### src/rtl/stm_defines.svh
`ifndef STM_DEFINES_SVH
`define STM_DEFINES_SVH

`define STM_CNT_W          16
`define STM_P_W            8
`define STM_P_SHIFT        8

// APB byte addresses
`define STM_ADDR_W         5
`define STM_OFF_CTRL0      5'h00
`define STM_OFF_CTRL1      5'h04
`define STM_OFF_COUNT      5'h08
`define STM_OFF_CMPA       5'h0C
`define STM_OFF_CMPP       5'h10
`define STM_OFF_FLAGS      5'h14

// Control 0 field positions
`define STM_RUN_BIT        0
`define STM_CKSEL_BIT      1
// Flag register positions
`define STM_FLAG_A_BIT     0
`define STM_FLAG_P_BIT     1

// Reset values
`define STM_CTRL1_RST      8'h00
`define STM_CMPA_RST       16'h0000
`define STM_CMPP_RST       8'h00

// Mode field codes
`define STM_MODE_CMO       2'h0
`define STM_MODE_CAP       2'h1
`define STM_MODE_PWM       2'h2
`define STM_MODE_TC        2'h3

// Pin function codes
`define STM_PF_00          2'h0
`define STM_PF_01          2'h1
`define STM_PF_10          2'h2
`define STM_PF_11          2'h3

`endif

### src/rtl/stm_pkg.sv
`include "stm_defines.svh"
package stm_pkg;

    typedef enum logic [1:0] {
        STM_CMO = `STM_MODE_CMO,
        STM_CAP = `STM_MODE_CAP,
        STM_PWM = `STM_MODE_PWM,
        STM_TC  = `STM_MODE_TC
    } stm_mode_type;

    // Control 1 layout, msb first
    typedef struct packed {
        stm_mode_type mode;
        logic [1:0]   pin_function;
        logic         output_control_level;
        logic         output_polarity_invert;
        logic         duty_period_swap;
        logic         clear_condition_select;
    } stm_ctrl_type;

    // Per-tick counter events
    typedef struct packed {
        logic a_hit;
        logic p_hit;
        logic clear;
        logic a_set;
        logic p_set;
    } stm_evt_type;

endpackage

### src/rtl/stm_timer.sv
// Local design decisions: the register offsets and the APB register port.
`timescale 1ns/1ps
`default_nettype none
`include "stm_defines.svh"
module stm_timer
    import stm_pkg::*;
#(
    parameter int CNT_W = `STM_CNT_W,
    parameter int P_W   = `STM_P_W
)
(
    input  wire logic                   ref_clk_in,
    input  wire logic                   rst_n_in,
    input  wire logic                   psel_in,
    input  wire logic                   penable_in,
    input  wire logic                   pwrite_in,
    input  wire logic [`STM_ADDR_W-1:0] paddr_in,
    input  wire logic [31:0]            pwdata_in,
    output logic      [31:0]            prdata_out,
    output logic                        pready_out,
    output logic                        pslverr_out,
    input  wire logic                   external_clock_pin_in,
    input  wire logic                   capture_input_pin_in,
    output logic                        timer_out_out,
    output logic                        timer_out_en_out
);

    generate
        if (CNT_W != P_W + `STM_P_SHIFT)
        begin : g_bad_width
            $error("stm_timer: CNT_W must equal P_W plus 8");
        end
    endgenerate

    localparam int NPIN = 2;

    // Pin synchronisers: stage 0 and 1 are the pair, stage 2 is edge history
    logic [NPIN-1:0] pin_raw;
    logic [NPIN-1:0] sync0_r;
    logic [NPIN-1:0] sync1_r;
    logic [NPIN-1:0] sync2_r;
    logic [NPIN-1:0] pin_rise;
    logic [NPIN-1:0] pin_fall;

    assign pin_raw = {capture_input_pin_in, external_clock_pin_in};

    genvar gi;
    generate
        for (gi = 0; gi < NPIN; gi++)
        begin : g_sync
            always_ff @(posedge ref_clk_in or negedge rst_n_in)
            begin
                if (!rst_n_in)
                begin
                    sync0_r[gi] <= 1'b0;
                    sync1_r[gi] <= 1'b0;
                    sync2_r[gi] <= 1'b0;
                end
                else
                begin
                    sync0_r[gi] <= pin_raw[gi];
                    sync1_r[gi] <= sync0_r[gi];
                    sync2_r[gi] <= sync1_r[gi];
                end
            end
            // Edges shorter than one clock can be lost here
            assign pin_rise[gi] = sync1_r[gi] & ~sync2_r[gi];
            assign pin_fall[gi] = ~sync1_r[gi] & sync2_r[gi];
        end
    endgenerate

    // Registers
    stm_ctrl_type          ctrl_r;
    logic                  run_r;
    logic                  cksel_r;
    logic [CNT_W-1:0]      count_r;
    logic [CNT_W-1:0]      cmpa_r;
    logic [P_W-1:0]        cmpp_r;
    logic                  flag_a_r;
    logic                  flag_p_r;
    logic                  cap_pend_r;
    logic                  cmo_lvl_r;

    // APB decode
    logic                  apb_done;
    logic                  wr_en;
    logic                  addr_ok;
    logic [31:0]           rd_mux;

    assign apb_done = psel_in & penable_in & pready_out;
    assign wr_en    = apb_done & pwrite_in & addr_ok;

    always_comb
    begin
        addr_ok = 1'b1;
        rd_mux  = 32'h0000_0000;
        case (paddr_in)
            `STM_OFF_CTRL0:
            begin
                rd_mux[`STM_RUN_BIT]   = run_r;
                rd_mux[`STM_CKSEL_BIT] = cksel_r;
            end
            `STM_OFF_CTRL1: rd_mux[$bits(stm_ctrl_type)-1:0] = ctrl_r;
            `STM_OFF_COUNT: rd_mux[CNT_W-1:0] = count_r;
            `STM_OFF_CMPA:  rd_mux[CNT_W-1:0] = cmpa_r;
            `STM_OFF_CMPP:  rd_mux[P_W-1:0]   = cmpp_r;
            `STM_OFF_FLAGS:
            begin
                rd_mux[`STM_FLAG_A_BIT] = flag_a_r;
                rd_mux[`STM_FLAG_P_BIT] = flag_p_r;
            end
            default: addr_ok = 1'b0;
        endcase
    end

    // One wait state: ready rises on the second access cycle
    always_ff @(posedge ref_clk_in or negedge rst_n_in)
    begin
        if (!rst_n_in)
        begin
            pready_out  <= 1'b0;
            prdata_out  <= 32'h0000_0000;
            pslverr_out <= 1'b0;
        end
        else
        begin
            pready_out  <= psel_in & penable_in & ~pready_out;
            pslverr_out <= psel_in & penable_in & ~pready_out & ~addr_ok;
            if (psel_in & penable_in & ~pready_out & ~pwrite_in)
            begin
                prdata_out <= rd_mux;
            end
        end
    end

    logic wr_ctrl0;
    logic wr_ctrl1;
    logic wr_cmpa;
    logic wr_cmpp;
    logic wr_flags;

    assign wr_ctrl0 = wr_en & (paddr_in == `STM_OFF_CTRL0);
    assign wr_ctrl1 = wr_en & (paddr_in == `STM_OFF_CTRL1);
    assign wr_cmpa  = wr_en & (paddr_in == `STM_OFF_CMPA);
    assign wr_cmpp  = wr_en & (paddr_in == `STM_OFF_CMPP);
    assign wr_flags = wr_en & (paddr_in == `STM_OFF_FLAGS);

    // Mode decode
    logic is_pulse;
    logic is_pwm;
    logic is_cap;
    logic is_cmp;

    assign is_pulse = (ctrl_r.mode == STM_PWM) & (ctrl_r.pin_function == `STM_PF_11);
    assign is_pwm   = (ctrl_r.mode == STM_PWM) & ~is_pulse;
    assign is_cap   = (ctrl_r.mode == STM_CAP);
    assign is_cmp   = (ctrl_r.mode == STM_CMO) | (ctrl_r.mode == STM_TC);

    // Timer tick: every clock, or synchronised rising edge of the clock pin
    logic tick;
    logic tick_run;
    assign tick     = cksel_r ? pin_rise[0] : 1'b1;
    assign tick_run = tick & run_r;

    // Next count and compares
    logic [CNT_W:0]   nxt;
    logic             ovf;
    logic             p_raw;
    stm_evt_type      evt;

    assign nxt   = {1'b0, count_r} + {{CNT_W{1'b0}}, 1'b1};
    assign ovf   = nxt[CNT_W];
    assign p_raw = (nxt[CNT_W-1:`STM_P_SHIFT] == cmpp_r)
                 & (nxt[`STM_P_SHIFT-1:0] == '0);

    always_comb
    begin
        evt       = '0;
        evt.a_hit = (nxt[CNT_W-1:0] == cmpa_r) & (cmpa_r != '0);
        evt.p_hit = (cmpp_r == '0) ? ovf : p_raw;
        if (is_cmp)
        begin
            evt.clear = ctrl_r.clear_condition_select ? evt.a_hit : evt.p_hit;
            evt.a_set = evt.a_hit;
            evt.p_set = evt.p_hit & ~ctrl_r.clear_condition_select;
        end
        else if (is_pwm)
        begin
            evt.clear = ctrl_r.duty_period_swap ? evt.a_hit : evt.p_hit;
            evt.a_set = evt.a_hit;
            evt.p_set = evt.p_hit;
        end
        else if (is_pulse)
        begin
            evt.a_set = evt.a_hit;
        end
        else
        begin
            evt.clear = evt.p_hit;
            evt.p_set = evt.p_hit;
        end
    end

    // Run bit and its rising edge
    logic sp_trig;
    logic run_set_evt;
    logic run_nxt;

    assign sp_trig     = is_pulse & pin_rise[0] & ~run_r;
    assign run_set_evt = ~run_r & ((wr_ctrl0 & pwdata_in[`STM_RUN_BIT]) | sp_trig);

    always_comb
    begin
        run_nxt = run_r;
        if (is_pulse & tick_run & evt.a_hit)
        begin
            run_nxt = 1'b0;
        end
        if (sp_trig)
        begin
            run_nxt = 1'b1;
        end
        if (wr_ctrl0)
        begin
            run_nxt = pwdata_in[`STM_RUN_BIT];
        end
    end

    always_ff @(posedge ref_clk_in or negedge rst_n_in)
    begin
        if (!rst_n_in)
        begin
            run_r   <= 1'b0;
            cksel_r <= 1'b0;
        end
        else
        begin
            run_r <= run_nxt;
            if (wr_ctrl0)
            begin
                cksel_r <= pwdata_in[`STM_CKSEL_BIT];
            end
        end
    end

    always_ff @(posedge ref_clk_in or negedge rst_n_in)
    begin
        if (!rst_n_in)
        begin
            ctrl_r <= stm_ctrl_type'(`STM_CTRL1_RST);
            cmpp_r <= `STM_CMPP_RST;
        end
        else
        begin
            if (wr_ctrl1)
            begin
                ctrl_r <= stm_ctrl_type'(pwdata_in[$bits(stm_ctrl_type)-1:0]);
            end
            if (wr_cmpp)
            begin
                cmpp_r <= pwdata_in[P_W-1:0];
            end
        end
    end

    // Counter
    always_ff @(posedge ref_clk_in or negedge rst_n_in)
    begin
        if (!rst_n_in)
        begin
            count_r <= '0;
        end
        else if (run_set_evt)
        begin
            count_r <= '0;
        end
        else if (tick_run)
        begin
            count_r <= evt.clear ? '0 : nxt[CNT_W-1:0];
        end
    end

    // Capture edge select
    logic cap_evt;
    always_comb
    begin
        case (ctrl_r.pin_function)
            `STM_PF_00: cap_evt = pin_rise[1];
            `STM_PF_01: cap_evt = pin_fall[1];
            `STM_PF_10: cap_evt = pin_rise[1] | pin_fall[1];
            default:    cap_evt = 1'b0;
        endcase
        cap_evt = cap_evt & is_cap;
    end

    // Capture beats a software write to the A value
    always_ff @(posedge ref_clk_in or negedge rst_n_in)
    begin
        if (!rst_n_in)
        begin
            cmpa_r     <= `STM_CMPA_RST;
            cap_pend_r <= 1'b0;
        end
        else
        begin
            cap_pend_r <= cap_evt;
            if (cap_evt)
            begin
                cmpa_r <= count_r;
            end
            else if (wr_cmpa)
            begin
                cmpa_r <= pwdata_in[CNT_W-1:0];
            end
        end
    end

    // Flags: write one to clear, a same-cycle set wins
    logic set_a;
    logic set_p;
    assign set_a = (tick_run & evt.a_set) | cap_pend_r;
    assign set_p = tick_run & evt.p_set;

    always_ff @(posedge ref_clk_in or negedge rst_n_in)
    begin
        if (!rst_n_in)
        begin
            flag_a_r <= 1'b0;
            flag_p_r <= 1'b0;
        end
        else
        begin
            if (set_a)
            begin
                flag_a_r <= 1'b1;
            end
            else if (wr_flags & pwdata_in[`STM_FLAG_A_BIT])
            begin
                flag_a_r <= 1'b0;
            end
            if (set_p)
            begin
                flag_p_r <= 1'b1;
            end
            else if (wr_flags & pwdata_in[`STM_FLAG_P_BIT])
            begin
                flag_p_r <= 1'b0;
            end
        end
    end

    // Compare-match output level, set to initial level at run rise
    always_ff @(posedge ref_clk_in or negedge rst_n_in)
    begin
        if (!rst_n_in)
        begin
            cmo_lvl_r <= 1'b0;
        end
        else if (run_set_evt)
        begin
            cmo_lvl_r <= ctrl_r.output_control_level;
        end
        else if (tick_run & evt.a_set)
        begin
            case (ctrl_r.pin_function)
                `STM_PF_01: cmo_lvl_r <= 1'b0;
                `STM_PF_10: cmo_lvl_r <= 1'b1;
                `STM_PF_11: cmo_lvl_r <= ~cmo_lvl_r;
                default:    cmo_lvl_r <= cmo_lvl_r;
            endcase
        end
    end

    // PWM duty, widened so a P of zero means 65536
    logic [CNT_W:0] duty;
    logic           pwm_act;
    logic           lvl;
    logic           drive;

    always_comb
    begin
        if (ctrl_r.duty_period_swap)
        begin
            duty = (cmpp_r == '0) ? {1'b1, {CNT_W{1'b0}}}
                                  : {1'b0, cmpp_r, {`STM_P_SHIFT{1'b0}}};
        end
        else
        begin
            duty = {1'b0, cmpa_r};
        end
    end

    // Count never reaches the period, so duty at or past it stays active
    assign pwm_act = ({1'b0, count_r} < duty);

    always_comb
    begin
        lvl   = 1'b0;
        drive = 1'b0;
        if (ctrl_r.mode == STM_CMO)
        begin
            drive = 1'b1;
            lvl   = cmo_lvl_r;
        end
        else if (is_pulse)
        begin
            drive = 1'b1;
            lvl   = run_r ~^ ctrl_r.output_control_level;
        end
        else if (is_pwm)
        begin
            drive = 1'b1;
            case (ctrl_r.pin_function)
                `STM_PF_00: lvl = ~ctrl_r.output_control_level;
                `STM_PF_01: lvl = ctrl_r.output_control_level;
                default:    lvl = pwm_act ~^ ctrl_r.output_control_level;
            endcase
        end
        // Capture and timer modes leave the pin to other functions
        lvl = drive & (lvl ^ ctrl_r.output_polarity_invert);
    end

    always_ff @(posedge ref_clk_in or negedge rst_n_in)
    begin
        if (!rst_n_in)
        begin
            timer_out_out    <= 1'b0;
            timer_out_en_out <= 1'b0;
        end
        else
        begin
            timer_out_out    <= lvl;
            timer_out_en_out <= drive;
        end
    end

endmodule // stm_timer
`default_nettype wire

### config.mk
export PLATFORM = sky130hd
export DESIGN_NAME = stm_timer
export DESIGN_NICKNAME = d
export VERILOG_FILES = /design/src/rtl/stm_pkg.sv /design/src/rtl/stm_timer.sv
export VERILOG_INCLUDE_DIRS = /design/src /design/src/rtl
export SDC_FILE = /design/constraint.sdc
export NUM_CORES = 1
export LEC_CHECK = 0
export ABC_AREA = 1
export ABC_CLOCK_PERIOD_IN_PS = 2700
export BUFFER_PORTS_ARGS = -buffer_cell sky130_fd_sc_hd__buf_2
export CORE_ASPECT_RATIO = 1.75
export CORE_MARGIN = 2
export CORE_UTILIZATION = 40
export CTS_BUF_LIST = sky130_fd_sc_hd__clkbuf_2
export DETAILED_ROUTE_END_ITERATION = 7
export PLACE_DENSITY = 0.6
export REMOVE_ABC_BUFFERS = 1
export SYNTH_ARGS = -nofsm -noshare
export SYNTH_HDL_FRONTEND = slang
export SYNTH_SLANG_ARGS = --single-unit
### constraint.sdc
create_clock -name ref_clk_in -period 2.7 [get_ports ref_clk_in]
set_input_delay 0.675 -clock ref_clk_in [delete_from_list [all_inputs] [get_ports ref_clk_in]]
set_output_delay 0.675 -clock ref_clk_in [all_outputs]
set_load 0.05 [all_outputs]
==> flow_summary.json <==
{
  "status": "completed",
  "finalCritPeriodShare_pct": 99.6,
  "die_area_um2": 14700,
  "r2r_start": "count_r[0]",
  "place.gp.congestion": 0.989,
  "rsz0062_at_grt": "true",
  "maxCapViolCount": 0,
  "cts_root_buf": "clkbuf_2",
  "htree_levels": 3,
  "remaining_drc_errors": 0,
  "synth_area_um2": 5480,
  "via_per_inst": 5.42,
  "required_ns": 3.21,
  "worstSetupStartpointType": "register",
  "cts_tree": "done",
  "cts_made_buffers": 9,
  "cp_max_fo": 4,
  "path_class": "reg2reg",
  "finalNetCount": 958,
  "synth_top_flop_cell": "dfrtp_1",
  "design_area_um2": 6860,
  "fmax_mhz": 372,
  "yosysWarnings": 0,
  "seq_area_frac_synth_pct": 36.5,
  "syn_to_final_growth_pct": 25.2,
  "final_cell_mix": "nand2_1 (197), inv_1 (87), dfrtp_1 (75), buf_4 (75), nor2_1 (69)",
  "numPortBuffers": 47,
  "async_reset_ff_share_pct": 100,
  "firstDrtPassIters": 7,
  "start_util_pct": 40.9,
  "yosysUniqueCellTypes": 41,
  "clock_latency_ns": 0.58,
  "grt_pass1_vias": 5876,
  "core_um2": 13400,
  "worst_clock_skew_ns": 0.0312,
  "synth_edf_count": 0,
  "maxSlewViolCount": 0,
  "powerDensity_nw_per_um2": 675,
  "drive_gt1_share_pct": 25.6,
  "slew_headroom_pct": 53.0,
  "period_needed_ns": 2.69,
  "ys_ff_latch": 80,
  "die_w_um": 92.5,
  "holdWs_ns": 0.0348,
  "overflow": 0,
  "cts_sinks": 80,
  "hold_viol": 0,
  "fin_tns_setup_ns": 0,
  "die_y_um": 159,
  "crit_start": "count_r[0]",
  "cp.arrival_ns": 3.20,
  "setup_viol": 0,
  "antenna_found_initial": 1,
  "synth_area_per_cell_um2": 7.13,
  "ant_nets": 0,
  "vias": 5807,
  "cts_hold_buf": 0,
  "ys_top_cells_by_area": "dfrtp_1 (37%), nand2_1 (14%), inv_1 (6.0%)",
  "yosysTopAreaCellShare_pct": 36.5,
  "grt_usage_pct": 29.4,
  "synthCells": 768,
  "row_count": 56,
  "clk_pin_slew_worst_paths_ns": 0.25,
  "final_common_cell": "nand2_1",
  "grt_first_pass_wirelength_um": 32300,
  "worst_pin_slew_ns": 0.706,
  "static-leakage-power_nw": 3.51,
  "place.detailed.hpwl_um": 16400,
  "pin_count": 80,
  "yosysTopAreaCell": "dfrtp_1",
  "drt_iter0_drc": 321,
  "irDropWorstVdd_v": 0.000268,
  "hp-class": "in2async",
  "drt-wirelength-per-cell_um": 19.9,
  "clockBufferDepth": 2,
  "placed_area_um2": 6370,
  "drt_wl_total_um": 21300,
  "end_kind": "register",
  "grt_max_degree": 42
}
==> final timing paths <==
path	to	slack, ns	cells past startpoint
setup / recovery	count_r[0]	0.01	19
min in group ref_clk_in	sync0_r[0]	0.18	1
max in group asynchronous	ctrl_r[7]	2.01	2
hold reg to reg	sync1_r[0]	0.38	0
setup reg to reg	count_r[0]	0.01	19
hold / removal	count_r[7]	0.03	1
==> kinds of logic after synthesis <==
family / after synthesis / synth area share, %
compound gates: 121 / 14.0
xor+xnor: 6 / 1.10
simple gates: 409 / 32.9
fa+ha+maj: 22 / 5.02
other cells: 1 / 0.0684
buf+inv: 129 / 10.3
flops: 80 / 36.5
==> synth_stat cells (all sizes together) (13+ instances only) <==
cell type	count
inv	91
clkbuf	13
buf	22
nand3	65
o21ai	55
nor2	81
a21oi	31
ha	22
dfrtp	80
nand4	21
nand2	223
o221ai	15
==> stage by stage <==
step / power (mW) / util, % / setup slack, ns / std cells
4_1_cts: 4.42 / 48.7 / 0.0202 / 1058
6_report: 4.63 / 51.3 / 0.0105 / 1072
3_5_place_dp: 3.62 / 47.6 / -0.0131 / 1042
2_1_floorplan: 2.73 / - / -0.229 / 748
5_1_grt: 4.93 / 51.3 / -0.132 / 1072
3_3_place_gp: 3.60 / 47.6 / 0.00519 / 1042
==> timing repair <==
action                     4_1_cts  5_1_grt
gates resized for setup          2       53
buffers inserted                 0       13
pin swaps                        0       14
hold endpoints to repair         0        0
setup endpoints to repair        5       21
==> state kept, by name (all words and copies together) (netlist names) <==
signal / count
cmpa_r: 16
count_r: 16
prdata_out: 16
cmpp_r: 8
ctrl_r: 8
sync0_r: 2
sync1_r: 2
sync2_r: 2
cap_pend_r: 1
cksel_r: 1
cmo_lvl_r: 1
flag_a_r: 1
flag_p_r: 1
pready_out: 1
pslverr_out: 1
run_r: 1
timer_out_en_out: 1
timer_out_out: 1
==> power breakdown <==
| part | switching (mW) | internal (mW) | total, mW |
|---|---|---|---|
| combinational | 1.49 | 0.908 | 2.40 |
| clock | 0.468 | 0.314 | 0.782 |
| sequential | 0.148 | 1.30 | 1.45 |
==> worst max-delay path, cell delays in order, from the launching register on <==
cell and delay [ns]:
dfrtp_1 0.47, ha_4 0.18, nand2_4 0.06, nor2_4 0.18, buf_6 0.14, nand4_1 0.22, nand2_2 0.17, nand2_1 0.08
nand2_2 0.10, nand3_1 0.08, nor2_1 0.11, nand4_1 0.13, nand2_1 0.09, clkinv_1 0.05, nand2_1 0.10, nand2_4 0.09
nand2_8 0.10, buf_12 0.13, buf_4 0.10, a21oi_2 0.04
==> layer usage <==
| metal | part of all wire, % | routed length (µm) | GRT usage [%] |
|---|---|---|---|
| met1 | 35 | 7430 | 30.7 |
| met2 | 53 | 11200 | 53.8 |
| met3 | 4.1 | 875 | 3.65 |
| met4 | 8.4 | 1780 | 18.5 |
| met5 | 0 | 0 | 0 |
==> final cells by class <==
cell class	instances	area [µm²]
clock buffer	10	50.0
antenna	1	2.50
inverter	94	353
multi-input combinational	574	3150
fill	1373	6520
clock inverter	6	92.6
sequential	80	2010
tap	174	218
timing repair buffer	133	990
No activity file was read; power rests on OpenSTA's default activity.
